[src/hw/mclkpg_pkg.sv]
// constants for the main clock prescaler and gating block
package mclkpg_pkg;
    localparam int          DIV_W        = 8;
    localparam int          NUM_AHB      = 16;
    localparam int          NUM_APB      = 32;
    localparam logic [7:0]  DIV_RST      = 8'h01;
    localparam logic [7:0]  DIV_MAX      = 8'h80;
    localparam logic [15:0] AHB_MASK_RST = 16'h01FF;
    localparam logic [31:0] APB_MASK_RST = 32'h000FFFFF;
    localparam int          OWN_APB_BIT  = 1;
    typedef enum logic [1:0] {MCLKPG_IDLE, MCLKPG_WAIT, MCLKPG_APPLY} mclkpg_state_t;
endpackage : mclkpg_pkg

[src/hw/mclkpg_top.sv]
// main clock prescaler with per-module clock enables
`timescale 1ns/100ps
module mclkpg_top (
    input  wire logic                              clk_i,
    input  wire logic                              rst_n_i,
    input  wire logic                              div_we_i,
    input  wire logic [mclkpg_pkg::DIV_W-1:0]      div_wdata_i,
    input  wire logic                              ahb_mask_we_i,
    input  wire logic [mclkpg_pkg::NUM_AHB-1:0]    ahb_mask_wdata_i,
    input  wire logic                              apb_mask_we_i,
    input  wire logic [mclkpg_pkg::NUM_APB-1:0]    apb_mask_wdata_i,
    input  wire logic                              ien_set_i,
    input  wire logic                              ien_clr_i,
    input  wire logic                              flag_clr_i,
    input  wire logic                              wprot_i,
    input  wire logic                              dbg_access_i,
    input  wire logic                              dbg_attached_i,
    input  wire logic                              sleep_i,
    input  wire logic                              cpu_stop_i,
    output logic [mclkpg_pkg::DIV_W-1:0]           div_rdata_o,
    output logic                                   clock_ready_flag_o,
    output logic                                   irq_en_o,
    output logic [mclkpg_pkg::NUM_AHB-1:0]         ahb_mask_o,
    output logic [mclkpg_pkg::NUM_APB-1:0]         apb_mask_o,
    output logic                                   cpu_clk_en_o,
    output logic [mclkpg_pkg::NUM_AHB-1:0]         system_bus_clock_en_o,
    output logic [mclkpg_pkg::NUM_APB-1:0]         peripheral_bus_clock_en_o,
    output logic                                   prot_violation_o,
    output logic                                   irq_o
);
    logic                            rs1_r, rst_n;
    logic [7:0]                      div_r, div_nxt, act_r, act_nxt, cnt_r, cnt_nxt;
    logic [15:0]                     ahbm_r, ahbm_nxt;
    logic [31:0]                     apbm_r, apbm_nxt;
    logic                            flag_r, flag_nxt, ien_r, ien_nxt, viol_r, viol_nxt;
    logic                            tick, wr_ok, div_ok;
    mclkpg_pkg::mclkpg_state_t       st_r, st_nxt;
    logic                            cpu_en_r, cpu_en_nxt;
    logic [15:0]                     ahb_en_r, ahb_en_nxt;
    logic [31:0]                     apb_en_r, apb_en_nxt;
    logic                            keep_run;

    always_ff @(posedge clk_i or negedge rst_n_i) begin
        if (!rst_n_i) begin
            rs1_r <= 1'b0;
            rst_n <= 1'b0;
        end else begin
            rs1_r <= 1'b1;
            rst_n <= rs1_r;
        end
    end

    // legal divider: a power of two from 1 to 128
    function automatic logic div_legal(input logic [7:0] d);
        return (d != 8'h00) && ((d & (d - 8'h01)) == 8'h00) && (d <= mclkpg_pkg::DIV_MAX);
    endfunction : div_legal

    assign wr_ok  = !wprot_i || dbg_access_i;
    assign div_ok = div_legal(div_wdata_i);
    assign tick   = (cnt_r == 8'h00);

    always_comb begin
        div_nxt  = div_r;
        act_nxt  = act_r;
        cnt_nxt  = tick ? (act_r - 8'h01) : (cnt_r - 8'h01);
        ahbm_nxt = ahbm_r;
        apbm_nxt = apbm_r;
        ien_nxt  = ien_r;
        viol_nxt = 1'b0;
        st_nxt   = st_r;
        flag_nxt = flag_r;
        // a rewrite while a switch is pending (WAIT or APPLY) is refused and flagged
        if (div_we_i) begin
            if (!wr_ok || st_r != mclkpg_pkg::MCLKPG_IDLE) begin
                viol_nxt = 1'b1;
            end else begin
                div_nxt  = div_wdata_i;
                flag_nxt = 1'b0;
                viol_nxt = !div_ok;
                st_nxt   = div_ok ? mclkpg_pkg::MCLKPG_WAIT : mclkpg_pkg::MCLKPG_APPLY;
            end
        end
        if (flag_clr_i) begin
            flag_nxt = 1'b0;
        end
        unique case (st_r)
            mclkpg_pkg::MCLKPG_IDLE: ;
            // switch only on a period boundary so no short pulse appears
            mclkpg_pkg::MCLKPG_WAIT: begin
                if (tick) begin
                    act_nxt = div_r;
                    cnt_nxt = div_r - 8'h01;
                    st_nxt  = mclkpg_pkg::MCLKPG_APPLY;
                end
            end
            mclkpg_pkg::MCLKPG_APPLY: begin
                flag_nxt = 1'b1;
                st_nxt   = mclkpg_pkg::MCLKPG_IDLE;
            end
        endcase
        if (ahb_mask_we_i && wr_ok) begin
            ahbm_nxt = ahb_mask_wdata_i;
        end
        // own clock off means the apb mask is unreachable until reset; the ahb mask stays writable
        if (apb_mask_we_i && wr_ok && apbm_r[mclkpg_pkg::OWN_APB_BIT]) begin
            apbm_nxt = apb_mask_wdata_i;
        end
        if (ien_set_i && wr_ok) begin
            ien_nxt = 1'b1;
        end else if (ien_clr_i && wr_ok) begin
            ien_nxt = 1'b0;
        end
    end

    always_ff @(posedge clk_i or negedge rst_n) begin
        if (!rst_n) begin
            div_r  <= mclkpg_pkg::DIV_RST;
            act_r  <= mclkpg_pkg::DIV_RST;
            cnt_r  <= 8'h00;
            ahbm_r <= mclkpg_pkg::AHB_MASK_RST;
            apbm_r <= mclkpg_pkg::APB_MASK_RST;
            flag_r <= 1'b1;
            ien_r  <= 1'b0;
            viol_r <= 1'b0;
            st_r   <= mclkpg_pkg::MCLKPG_IDLE;
        end else begin
            div_r  <= div_nxt;
            act_r  <= act_nxt;
            cnt_r  <= cnt_nxt;
            ahbm_r <= ahbm_nxt;
            apbm_r <= apbm_nxt;
            flag_r <= flag_nxt;
            ien_r  <= ien_nxt;
            viol_r <= viol_nxt;
            st_r   <= st_nxt;
        end
    end

    // sleep stops the cpu only; debugger keeps the cpu clock alive in sleep, cpu stop still wins
    assign keep_run = dbg_attached_i || !sleep_i;

    always_comb begin
        cpu_en_nxt = tick && !cpu_stop_i && keep_run;
        ahb_en_nxt = {mclkpg_pkg::NUM_AHB{tick}} & ahbm_r;
        apb_en_nxt = {mclkpg_pkg::NUM_APB{tick}} & apbm_r;
    end

    // registered enables feed latch-free gates downstream: no glitch possible
    always_ff @(posedge clk_i or negedge rst_n) begin
        if (!rst_n) begin
            cpu_en_r <= 1'b0;
            ahb_en_r <= '0;
            apb_en_r <= '0;
        end else begin
            cpu_en_r <= cpu_en_nxt;
            ahb_en_r <= ahb_en_nxt;
            apb_en_r <= apb_en_nxt;
        end
    end

    assign cpu_clk_en_o              = cpu_en_r;
    assign system_bus_clock_en_o     = ahb_en_r;
    assign peripheral_bus_clock_en_o = apb_en_r;
    assign div_rdata_o               = div_r;
    assign clock_ready_flag_o        = flag_r;
    assign irq_en_o                  = ien_r;
    assign ahb_mask_o                = ahbm_r;
    assign apb_mask_o                = apbm_r;
    assign prot_violation_o          = viol_r;
    assign irq_o                     = flag_r && ien_r;

    // enables are registered, so each answers the mask, tick and sleep/stop inputs of the cycle before
    a_irq_follows_flag: assert property (@(posedge clk_i) disable iff (!rst_n)
        (flag_clr_i && st_r != mclkpg_pkg::MCLKPG_APPLY) |=> !irq_o)
        else $error("irq stayed after flag clear");
    a_flag_low_after_wr: assert property (@(posedge clk_i) disable iff (!rst_n)
        (div_we_i && wr_ok && st_r == mclkpg_pkg::MCLKPG_IDLE && div_ok)
        |=> !clock_ready_flag_o) else $error("flag not cleared");
    // worst case: a full 128 period before the switch, then one apply cycle
    a_flag_sets_bounded: assert property (@(posedge clk_i) disable iff (!rst_n)
        (st_r == mclkpg_pkg::MCLKPG_WAIT) |-> ##[1:130] clock_ready_flag_o)
        else $error("flag never set");
    a_bad_div_flagged: assert property (@(posedge clk_i) disable iff (!rst_n)
        (div_we_i && wr_ok && st_r == mclkpg_pkg::MCLKPG_IDLE && !div_ok)
        |=> prot_violation_o && $stable(act_r)) else $error("bad divider used");
    a_prot_blocks_wr: assert property (@(posedge clk_i) disable iff (!rst_n)
        (ahb_mask_we_i && wprot_i && !dbg_access_i) |=> $stable(ahb_mask_o))
        else $error("protected write took");
    a_dbg_bypass: assert property (@(posedge clk_i) disable iff (!rst_n)
        (ahb_mask_we_i && dbg_access_i) |=> ahb_mask_o == $past(ahb_mask_wdata_i))
        else $error("debug write lost");
    a_own_clk_sticky: assert property (@(posedge clk_i) disable iff (!rst_n)
        !apb_mask_o[mclkpg_pkg::OWN_APB_BIT] |=> !apb_mask_o[mclkpg_pkg::OWN_APB_BIT])
        else $error("own clock revived");
    a_cpu_stops: assert property (@(posedge clk_i) disable iff (!rst_n)
        cpu_stop_i |=> !cpu_clk_en_o)
        else $error("cpu clock ran");
    a_bus_aligned: assert property (@(posedge clk_i) disable iff (!rst_n)
        cpu_clk_en_o |-> peripheral_bus_clock_en_o == $past(apb_mask_o)
        && system_bus_clock_en_o == $past(ahb_mask_o)) else $error("bus clocks out of phase");
    a_masked_off: assert property (@(posedge clk_i) disable iff (!rst_n)
        (peripheral_bus_clock_en_o & ~$past(apb_mask_o)) == '0
        && (system_bus_clock_en_o & ~$past(ahb_mask_o)) == '0) else $error("masked clock ran");
    a_reload_count: assert property (@(posedge clk_i) disable iff (!rst_n)
        tick |=> cnt_r == act_r - 8'h01)
        else $error("prescaler reload wrong");

    // sleep and debugger: the cpu may stop, the bus clocks never do
    a_bus_in_sleep: assert property (@(posedge clk_i) disable iff (!rst_n)
        (tick && sleep_i) |=> peripheral_bus_clock_en_o == $past(apb_mask_o)
        && system_bus_clock_en_o == $past(ahb_mask_o)) else $error("bus clock stopped in sleep");
    a_sleep_cpu_off: assert property (@(posedge clk_i) disable iff (!rst_n)
        (sleep_i && !dbg_attached_i) |=> !cpu_clk_en_o)
        else $error("cpu clock ran in sleep");
    a_dbg_keeps_cpu: assert property (@(posedge clk_i) disable iff (!rst_n)
        (tick && sleep_i && dbg_attached_i && !cpu_stop_i) |=> cpu_clk_en_o)
        else $error("cpu clock lost with debugger");
    a_irq_disabled: assert property (@(posedge clk_i) disable iff (!rst_n)
        (ien_clr_i && !ien_set_i && wr_ok) |=> !irq_o)
        else $error("irq with enable cleared");
    a_flag_clr_free: assert property (@(posedge clk_i) disable iff (!rst_n)
        (flag_clr_i && wprot_i && !dbg_access_i && st_r == mclkpg_pkg::MCLKPG_IDLE)
        |=> !clock_ready_flag_o) else $error("flag clear blocked");
endmodule : mclkpg_top

[config.mk]
export PLATFORM = sky130hd
export DESIGN_NAME = mclkpg_top
export DESIGN_NICKNAME = d
export VERILOG_FILES = /design/src/hw/mclkpg_pkg.sv /design/src/hw/mclkpg_top.sv
export SDC_FILE = /design/constraint.sdc
export NUM_CORES = 1
export LEC_CHECK = 0
export BUFFER_PORTS_ARGS = -buffer_cell sky130_fd_sc_hd__clkbuf_2
export CAP_MARGIN = 15
export CORE_UTILIZATION = 35
export DETAILED_ROUTE_END_ITERATION = 10
export PLACE_DENSITY = 0.71
export SYNTH_ARGS = -nofsm -noshare
export SYNTH_HDL_FRONTEND = slang
export SYNTH_SLANG_ARGS = --single-unit
[constraint.sdc]
create_clock -name clk_i -period 7.05 [get_ports clk_i]
set_clock_uncertainty 0.05 [all_clocks]
set_input_delay 0.3525 -clock clk_i [delete_from_list [all_inputs] [get_ports clk_i]]
set_output_delay 0.3525 -clock clk_i [all_outputs]
set_load 0.02 [all_outputs]
==> metrics.yaml, run 1 <==
route:
  drt_pre_antenna_iters: 4
  detailroute.via_count: 3842
  postRouteWirelength_um: 12100
  detail_route.iter0.violations: 147
  drc: 0
  routedWlPerCell_um: 15.7
  detail_route.vias_per_cell: 4.96
  route.antenna.remaining_nets: 0
synthesis:
  synth.area.top_cells: "dfrtp_1 46%, dfstp_2 16%, mux2_2 12%"
  synth_area_mm2: 0.00517
  synth.distinct_cells: 53
  syn_nets: 471
  yosysWarningCount: 0
  synth-edff-count: 0
  syn-mean-instance-area_um2: 13.0
  synthFlopType: "dfrtp_1"
  synth_seq_area_share: 0.627
  yosys.area.top_type: "dfrtp_1"
  ys_ff_latch: 128
  synthCells: 397
  ys_async_sr_fraction: 1.00
  yosysTopAreaCellShare: 0.464
clock_tree:
  clkLatencyLatePin_ns: 0.41
  clkSlewWorstSetupHoldPaths_ns: 0.06
  tritoncts: "built"
  cts_made_buffers: 17
  post-cts-setup-buffers: 0
  ctsHtreeMaxLevel: 4
  cts_hold_buffers_added: 1
  post_cts_resized: 0
  cts_root_buffer: "clkbuf_16"
  cts_sinks: 128
  clock_path_buffers: 2
timing:
  max_slew.worst_pin.slew_ns: 0.824
  max_freq_mhz: 360
  maxSlewHeadroom: 0.449
  setup_violations: 0
  timing.final.max_slew_violations: 0
  hold_violations: 0
  totalNegativeSetupSlack_ns: 0
  final.min_clock_period_ns: 2.77
  grt_setup_unrepaired: "false"
  finalCritPeriodShare: 0.394
final_layout:
  area.growth.synth_to_final_pct: 32.5
  mostFrequentLayoutCell: "clkbuf_2"
  filler_cells: 1298
  insertedDiodeCount: 0
  multi_input_comb_area_mm2: 0.00183
  mostFrequentLayoutCells: "177 x clkbuf_2, 95 x dfrtp_1, 57 x mux2_2"
  design.final.nets: 651
  drive_above_1_share: 0.534
  regArea_mm2: 0.00325
critical_path:
  cp-end-kind: "register"
  cpPeakStageDelay_ns: 0.69
  worstPathCellList: "nor4_4 > buf_4 > nand2_2 > nor2_1 > mux2_2"
  worstPathMaxFanout: 50
  crit_family: "simple AND/OR/NAND/NOR gates"
  setup.worst_path.start_class: "register"
  critPathArrivalTime_ns: 3.02
  worstPathRequired_ns: 7.29
  critPathKind: "register to register"
  crit_buf_inv: 1
  timing.critical_path.slowest_stage_cell: "nor2_1"
global_routing:
  grt_max_degree: 65
  first_global_vias: 3751
  number_of_antenna_violations_at_the_first_check_in_global_routing: 0
  globalRouteTotalUtil: 0.164
  global_route_wire_length_before_repair_um: 18900
  grt-ovfl-total: 0
placed_design:
  gp_congestion: 0.793
  io_buffer_count: 177
  hpwl_detailed_um: 8530
status:
  status: "complete, no violations"
die:
  fp.dieW_um: 124
  die_area_mm2: 0.0153
  initial_core_util: 0.357
  core_area_mm2: 0.0145
  boundaryPins: 178
  rows: 44
  overall_die_height_um: 124
power_and_ir_drop:
  pwr-share-seq: 0.429
  post-layout-total-power_mw: 1.97
  worst_ir_drop_vdd_v: 0.000152
  power.share.clock: 0.451
  power.share.combinational: 0.120
  power_density_mw_per_mm2: 287
  p_sw_uw: 504
  internal_power_summed_over_all_cells_mw: 1.46
  power.switching_fraction: 0.256
  power_leakage_nw: 3.62
job:
  cap_violations: 0
worst_hold_path:
  worst_hold_path_type: "input pin to register"
## flip-flops by register name, summed over array words and instances (netlist names)
register / count
cnt_r: 8
act_r: 8
apb_mask_o: 32
rst_n: 1
peripheral_bus_clock_en_o: 32
ahb_mask_o: 16
irq_en_o: 1
prot_violation_o: 1
rs1_r: 1
div_rdata_o: 8
cpu_clk_en_o: 1
st_r: 2
system_bus_clock_en_o: 16
clock_ready_flag_o: 1
## power groups by stage
stage / sequential (mW) / clock (mW) / combinational, mW
finish: 0.843 / 0.887 / 0.237
global route: 0.853 / 0.936 / 0.259
CTS: 0.845 / 0.906 / 0.241
detailed placement: 0.857 / 0 / 0.239
global placement: 0.853 / 0 / 0.234
floorplan: 0.891 / 0 / 0.104
## routing by layer
metal / global-route usage / part of all wire / vias to the layer above
li1: - / - / 1772
met5: 0 / 0 / -
met4: 0.0708 / 0.017 / 0
met2: 0.269 / 0.50 / 139
met3: 0.0559 / 0.069 / 17
met1: 0.196 / 0.41 / 1914
## cell usage after synthesis, types with 2 or more instances
cell,count
nand2_1,30
inv_1,6
o22ai_1,2
buf_1,2
a31o_2,3
or4_1,3
nor4_2,2
nor2_1,18
dfrtp_1,96
a32oi_1,2
o21a_1,3
xnor2_1,2
mux2i_1,2
a32o_1,2
nor3b_1,3
a21oi_1,7
mux2_2,57
nor4_1,2
ha_1,5
buf_2,4
and3_1,48
dfstp_2,32
nand3_1,4
nor3_1,11
clkbuf_1,13
a211oi_1,3
or4_4,2
xor2_1,2
o21ai_0,7
## final timing paths
| path | from | to | slack [ns] | cells past startpoint |
|---|---|---|---|---|
| setup reg to reg | cnt_r[3] | act_r[7] | 4.28 | 5 |
| hold / removal | cpu_stop_i | cpu_clk_en_o | 0.05 | 2 |
| setup / recovery | cnt_r[3] | act_r[7] | 4.28 | 5 |
| max in group asynchronous | rst_n | peripheral_bus_clock_en_o[7] | 5.29 | 1 |
| min in group asynchronous | rst_n_i | rs1_r | 0.22 | 2 |
| hold reg to reg | rs1_r | rst_n | 0.32 | 0 |
## logic make-up after synthesis
group | synth area share
AO/OA/AOI/OAI | 0.0619
XOR/XNOR | 0.00677
adder cells (fa/ha/maj) | 0.0121
buffers and inverters | 0.0227
flip-flops | 0.627
multiplexers | 0.128
other | 0.000725
AND/OR/NAND/NOR | 0.141
## metrics by stage
step	setup WS (ns)	hold slack [ns]	cells	cell area (um2)	util
floorplan	3.23	0.00691	397	5170	-
global placement	4.40	0.0900	741	6250	0.431
CTS	4.30	0.0307	774	6860	0.474
detailed placement	4.31	0.0929	741	6250	0.431
finish	4.28	0.0510	774	6860	0.474
global route	4.09	0.0379	774	6860	0.474
## area by class of cell
type | instances | area share
Multi-Input combinational cell | 242 | 0.267
Timing Repair Buffer | 182 | 0.135
Sequential cell | 128 | 0.474
Clock buffer | 22 | 0.0677
Tap cell | 184 | 0.0336
Inverter | 6 | 0.00328
Clock inverter | 10 | 0.0197
Power figures use the tool's default switching activity.
==> run 2, diff against run 1 <==
==> constraint.sdc (replaced) <==
create_clock -name clk_i -period 2.8 [get_ports clk_i]
set_clock_uncertainty 0.05 [all_clocks]
set_input_delay 0.14 -clock clk_i [delete_from_list [all_inputs] [get_ports clk_i]]
set_output_delay 0.14 -clock clk_i [all_outputs]
set_load 0.02 [all_outputs]
==> metrics.yaml, run 2 (synthesis gave the netlist of run 1 again) <==
placed_design:
  detailed_place.area_mm2: 0.00630  # +0.92%
  gp_congestion: 0.816  # +2.9%
  io_buffer_count: 177  # unchanged
  hpwl_detailed_um: 8670  # +1.7%
  placedCellCount: 747  # +0.81%
critical_path:
  worstPathRequired_ns: 3.03  # -4.26 ns
  timing.critical_path.depth: 8  # +3
  worstPathCellList: "or4_4 > nor2_8 > a21oi_1 > ha_1 > nor3b_1 > a211o_2 > a32oi_1 > o21ai_0"
  setup.worst_path.start_class: "register"
  worstPathMaxFanout: 5  # -90%
  timing.critical_path.slowest_stage_cell: "or4_4"
  critPathArrivalTime_ns: 2.76  # -0.26 ns
  critPathKind: "register to register"
  crit_buf_inv: 0  # -1
  cpPeakStageDelay_ns: 0.63  # -0.06 ns
  cp-end-kind: "register"
  timing.reg2reg.worst_path_depth: 8  # +3
  crit_family: "simple AND/OR/NAND/NOR gates"
job:
  cap_violations: 0  # unchanged
route:
  drc: 0  # unchanged
  routedWlPerCell_um: 16.0  # +2.0%
  route.antenna.remaining_nets: 0  # unchanged
  postRouteWirelength_um: 13500  # +11%
  detail_route.vias_per_cell: 4.91  # -1.0%
  drt_pre_antenna_iters: 7  # +3
  detail_route.iter0.violations: 179  # +22%
  detailroute.via_count: 4147  # +7.9%
timing:
  final.min_clock_period_ns: 2.53  # -0.244 ns
  totalNegativeSetupSlack_ns: 0  # unchanged
  grt_setup_unrepaired: "false"
  maxSlewHeadroom: 0.461  # +0.0124
  finalCritPeriodShare: 0.904  # +0.510
  setup_violations: 0  # unchanged
  max_freq_mhz: 395  # +9.6%
  timing.final.max_slew_violations: 0  # unchanged
  max_slew.worst_pin.slew_ns: 0.806  # -0.0176 ns
  hold_violations: 0  # unchanged
final_layout:
  drive_above_1_share: 0.491  # -0.0430
  insertedDiodeCount: 0  # unchanged
  filler_cells: 1230  # -5.2%
  postLayoutCellArea_mm2: 0.00759  # +11%
  mostFrequentLayoutCell: "clkbuf_2"
  finish.utilization: 0.524  # +0.0509
  stdcell_count: 844  # +9.0%
  design.final.nets: 721  # +11%
  mostFrequentLayoutCells: "177 x clkbuf_2, 95 x dfrtp_1, 65 x dlygate4sd3_1"
  area.growth.synth_to_final_pct: 46.7
worst_hold_path:
  worst_hold_path_type: "register to async pin"
clock_tree:
  cts_sinks: 128  # unchanged
  clkSlewWorstSetupHoldPaths_ns: 0.06  # about the same
  cts_root_buffer: "clkbuf_16"
  tritoncts: "built"
  clkLatencyLatePin_ns: 0.41  # about the same
  post-cts-setup-buffers: 0  # unchanged
  ctsHtreeMaxLevel: 4  # unchanged
  clock_path_buffers: 2  # unchanged
  cts_made_buffers: 17  # unchanged
die:
  rows: 44  # unchanged
  boundaryPins: 178  # unchanged
  fp.dieW_um: 124  # unchanged
  initial_core_util: 0.357  # unchanged
  die_area_mm2: 0.0153  # unchanged
  overall_die_height_um: 124  # unchanged
  core_area_mm2: 0.0145  # unchanged
power_and_ir_drop:
  worst_ir_drop_vdd_v: 0.000419  # +170%
  power_density_mw_per_mm2: 677  # +140%
  power_leakage_nw: 3.94  # +8.9%
  post-layout-total-power_mw: 5.14  # +160%
global_routing:
  grt-ovfl-total: 0  # unchanged
  global_route_wire_length_before_repair_um: 21400  # +13%
  number_of_antenna_violations_at_the_first_check_in_global_routing: 0  # unchanged
  first_global_vias: 4300  # +15%
  grt_max_degree: 71  # +9.2%
  globalRouteTotalUtil: 0.185  # +0.0205
status:
  status: "complete, no violations"
run 2: metrics by stage:
step           worst slack (ns)  hold WS [ns]
2_1_floorplan             0.365        -0.206
3_3_place_gp              0.359        -0.122
3_5_place_dp              0.292        -0.118
4_1_cts                   0.281         0.253
5_1_grt                   0.190         0.269
6_report                  0.270         0.225
run 2: power by group:
group          total, mW  switching, mW  internal [mW]
Clock               2.35          0.812           1.54
Combinational      0.674          0.357          0.317
Sequential          2.12          0.138           1.98
run 2: path summary, 6_finish.rpt:
path | to | from | slack (ns)
worst max-delay path | cnt_r[4] | cnt_r[5] | 0.27
worst min-delay path | peripheral_bus_clock_en_o[0] | rst_n | 0.23
worst max register to register | cnt_r[4] | cnt_r[5] | 0.27
worst min register to register | peripheral_bus_clock_en_o[0] | rst_n | 0.23
max in group asynchronous | apb_mask_o[6] | rst_n | 1.72
min in group clk_i | rst_n | rs1_r | 0.30
run 2: routing by layer:
layer | vias up | wire, um | global-route usage
met5 | - | 0 | 0
li1 | 1906 | - | -
met4 | 0 | 261 | 0.0858
met2 | 149 | 7020 | 0.314
met1 | 2069 | 5420 | 0.215
met3 | 23 | 817 | 0.0522
run 2: worst reg2reg max path: stages (launching register included):
cell	delay [ns]
dfrtp_1	0.45
or4_4	0.63
nor2_8	0.14
a21oi_1	0.07
ha_1	0.23
nor3b_1	0.19
a211o_2	0.34
a32oi_1	0.19
o21ai_0	0.11
run 2: timing repair:
action | CTS | global route
setup endpoints to repair | 0 | 0
gates resized for setup | 0 | 0
hold buffers | 65 | 0
hold endpoints to repair | 62 | 0
run 2: cell type report:
type	count	area, um2	share of cell area
clock buffers	19	453	0.0596
clock inverters	13	185	0.0244
inverters	6	22.5	0.00297
multi-input cells	242	1830	0.241
flip-flops and latches	128	3250	0.428
well taps	184	230	0.0303
repair buffers	252	1620	0.214
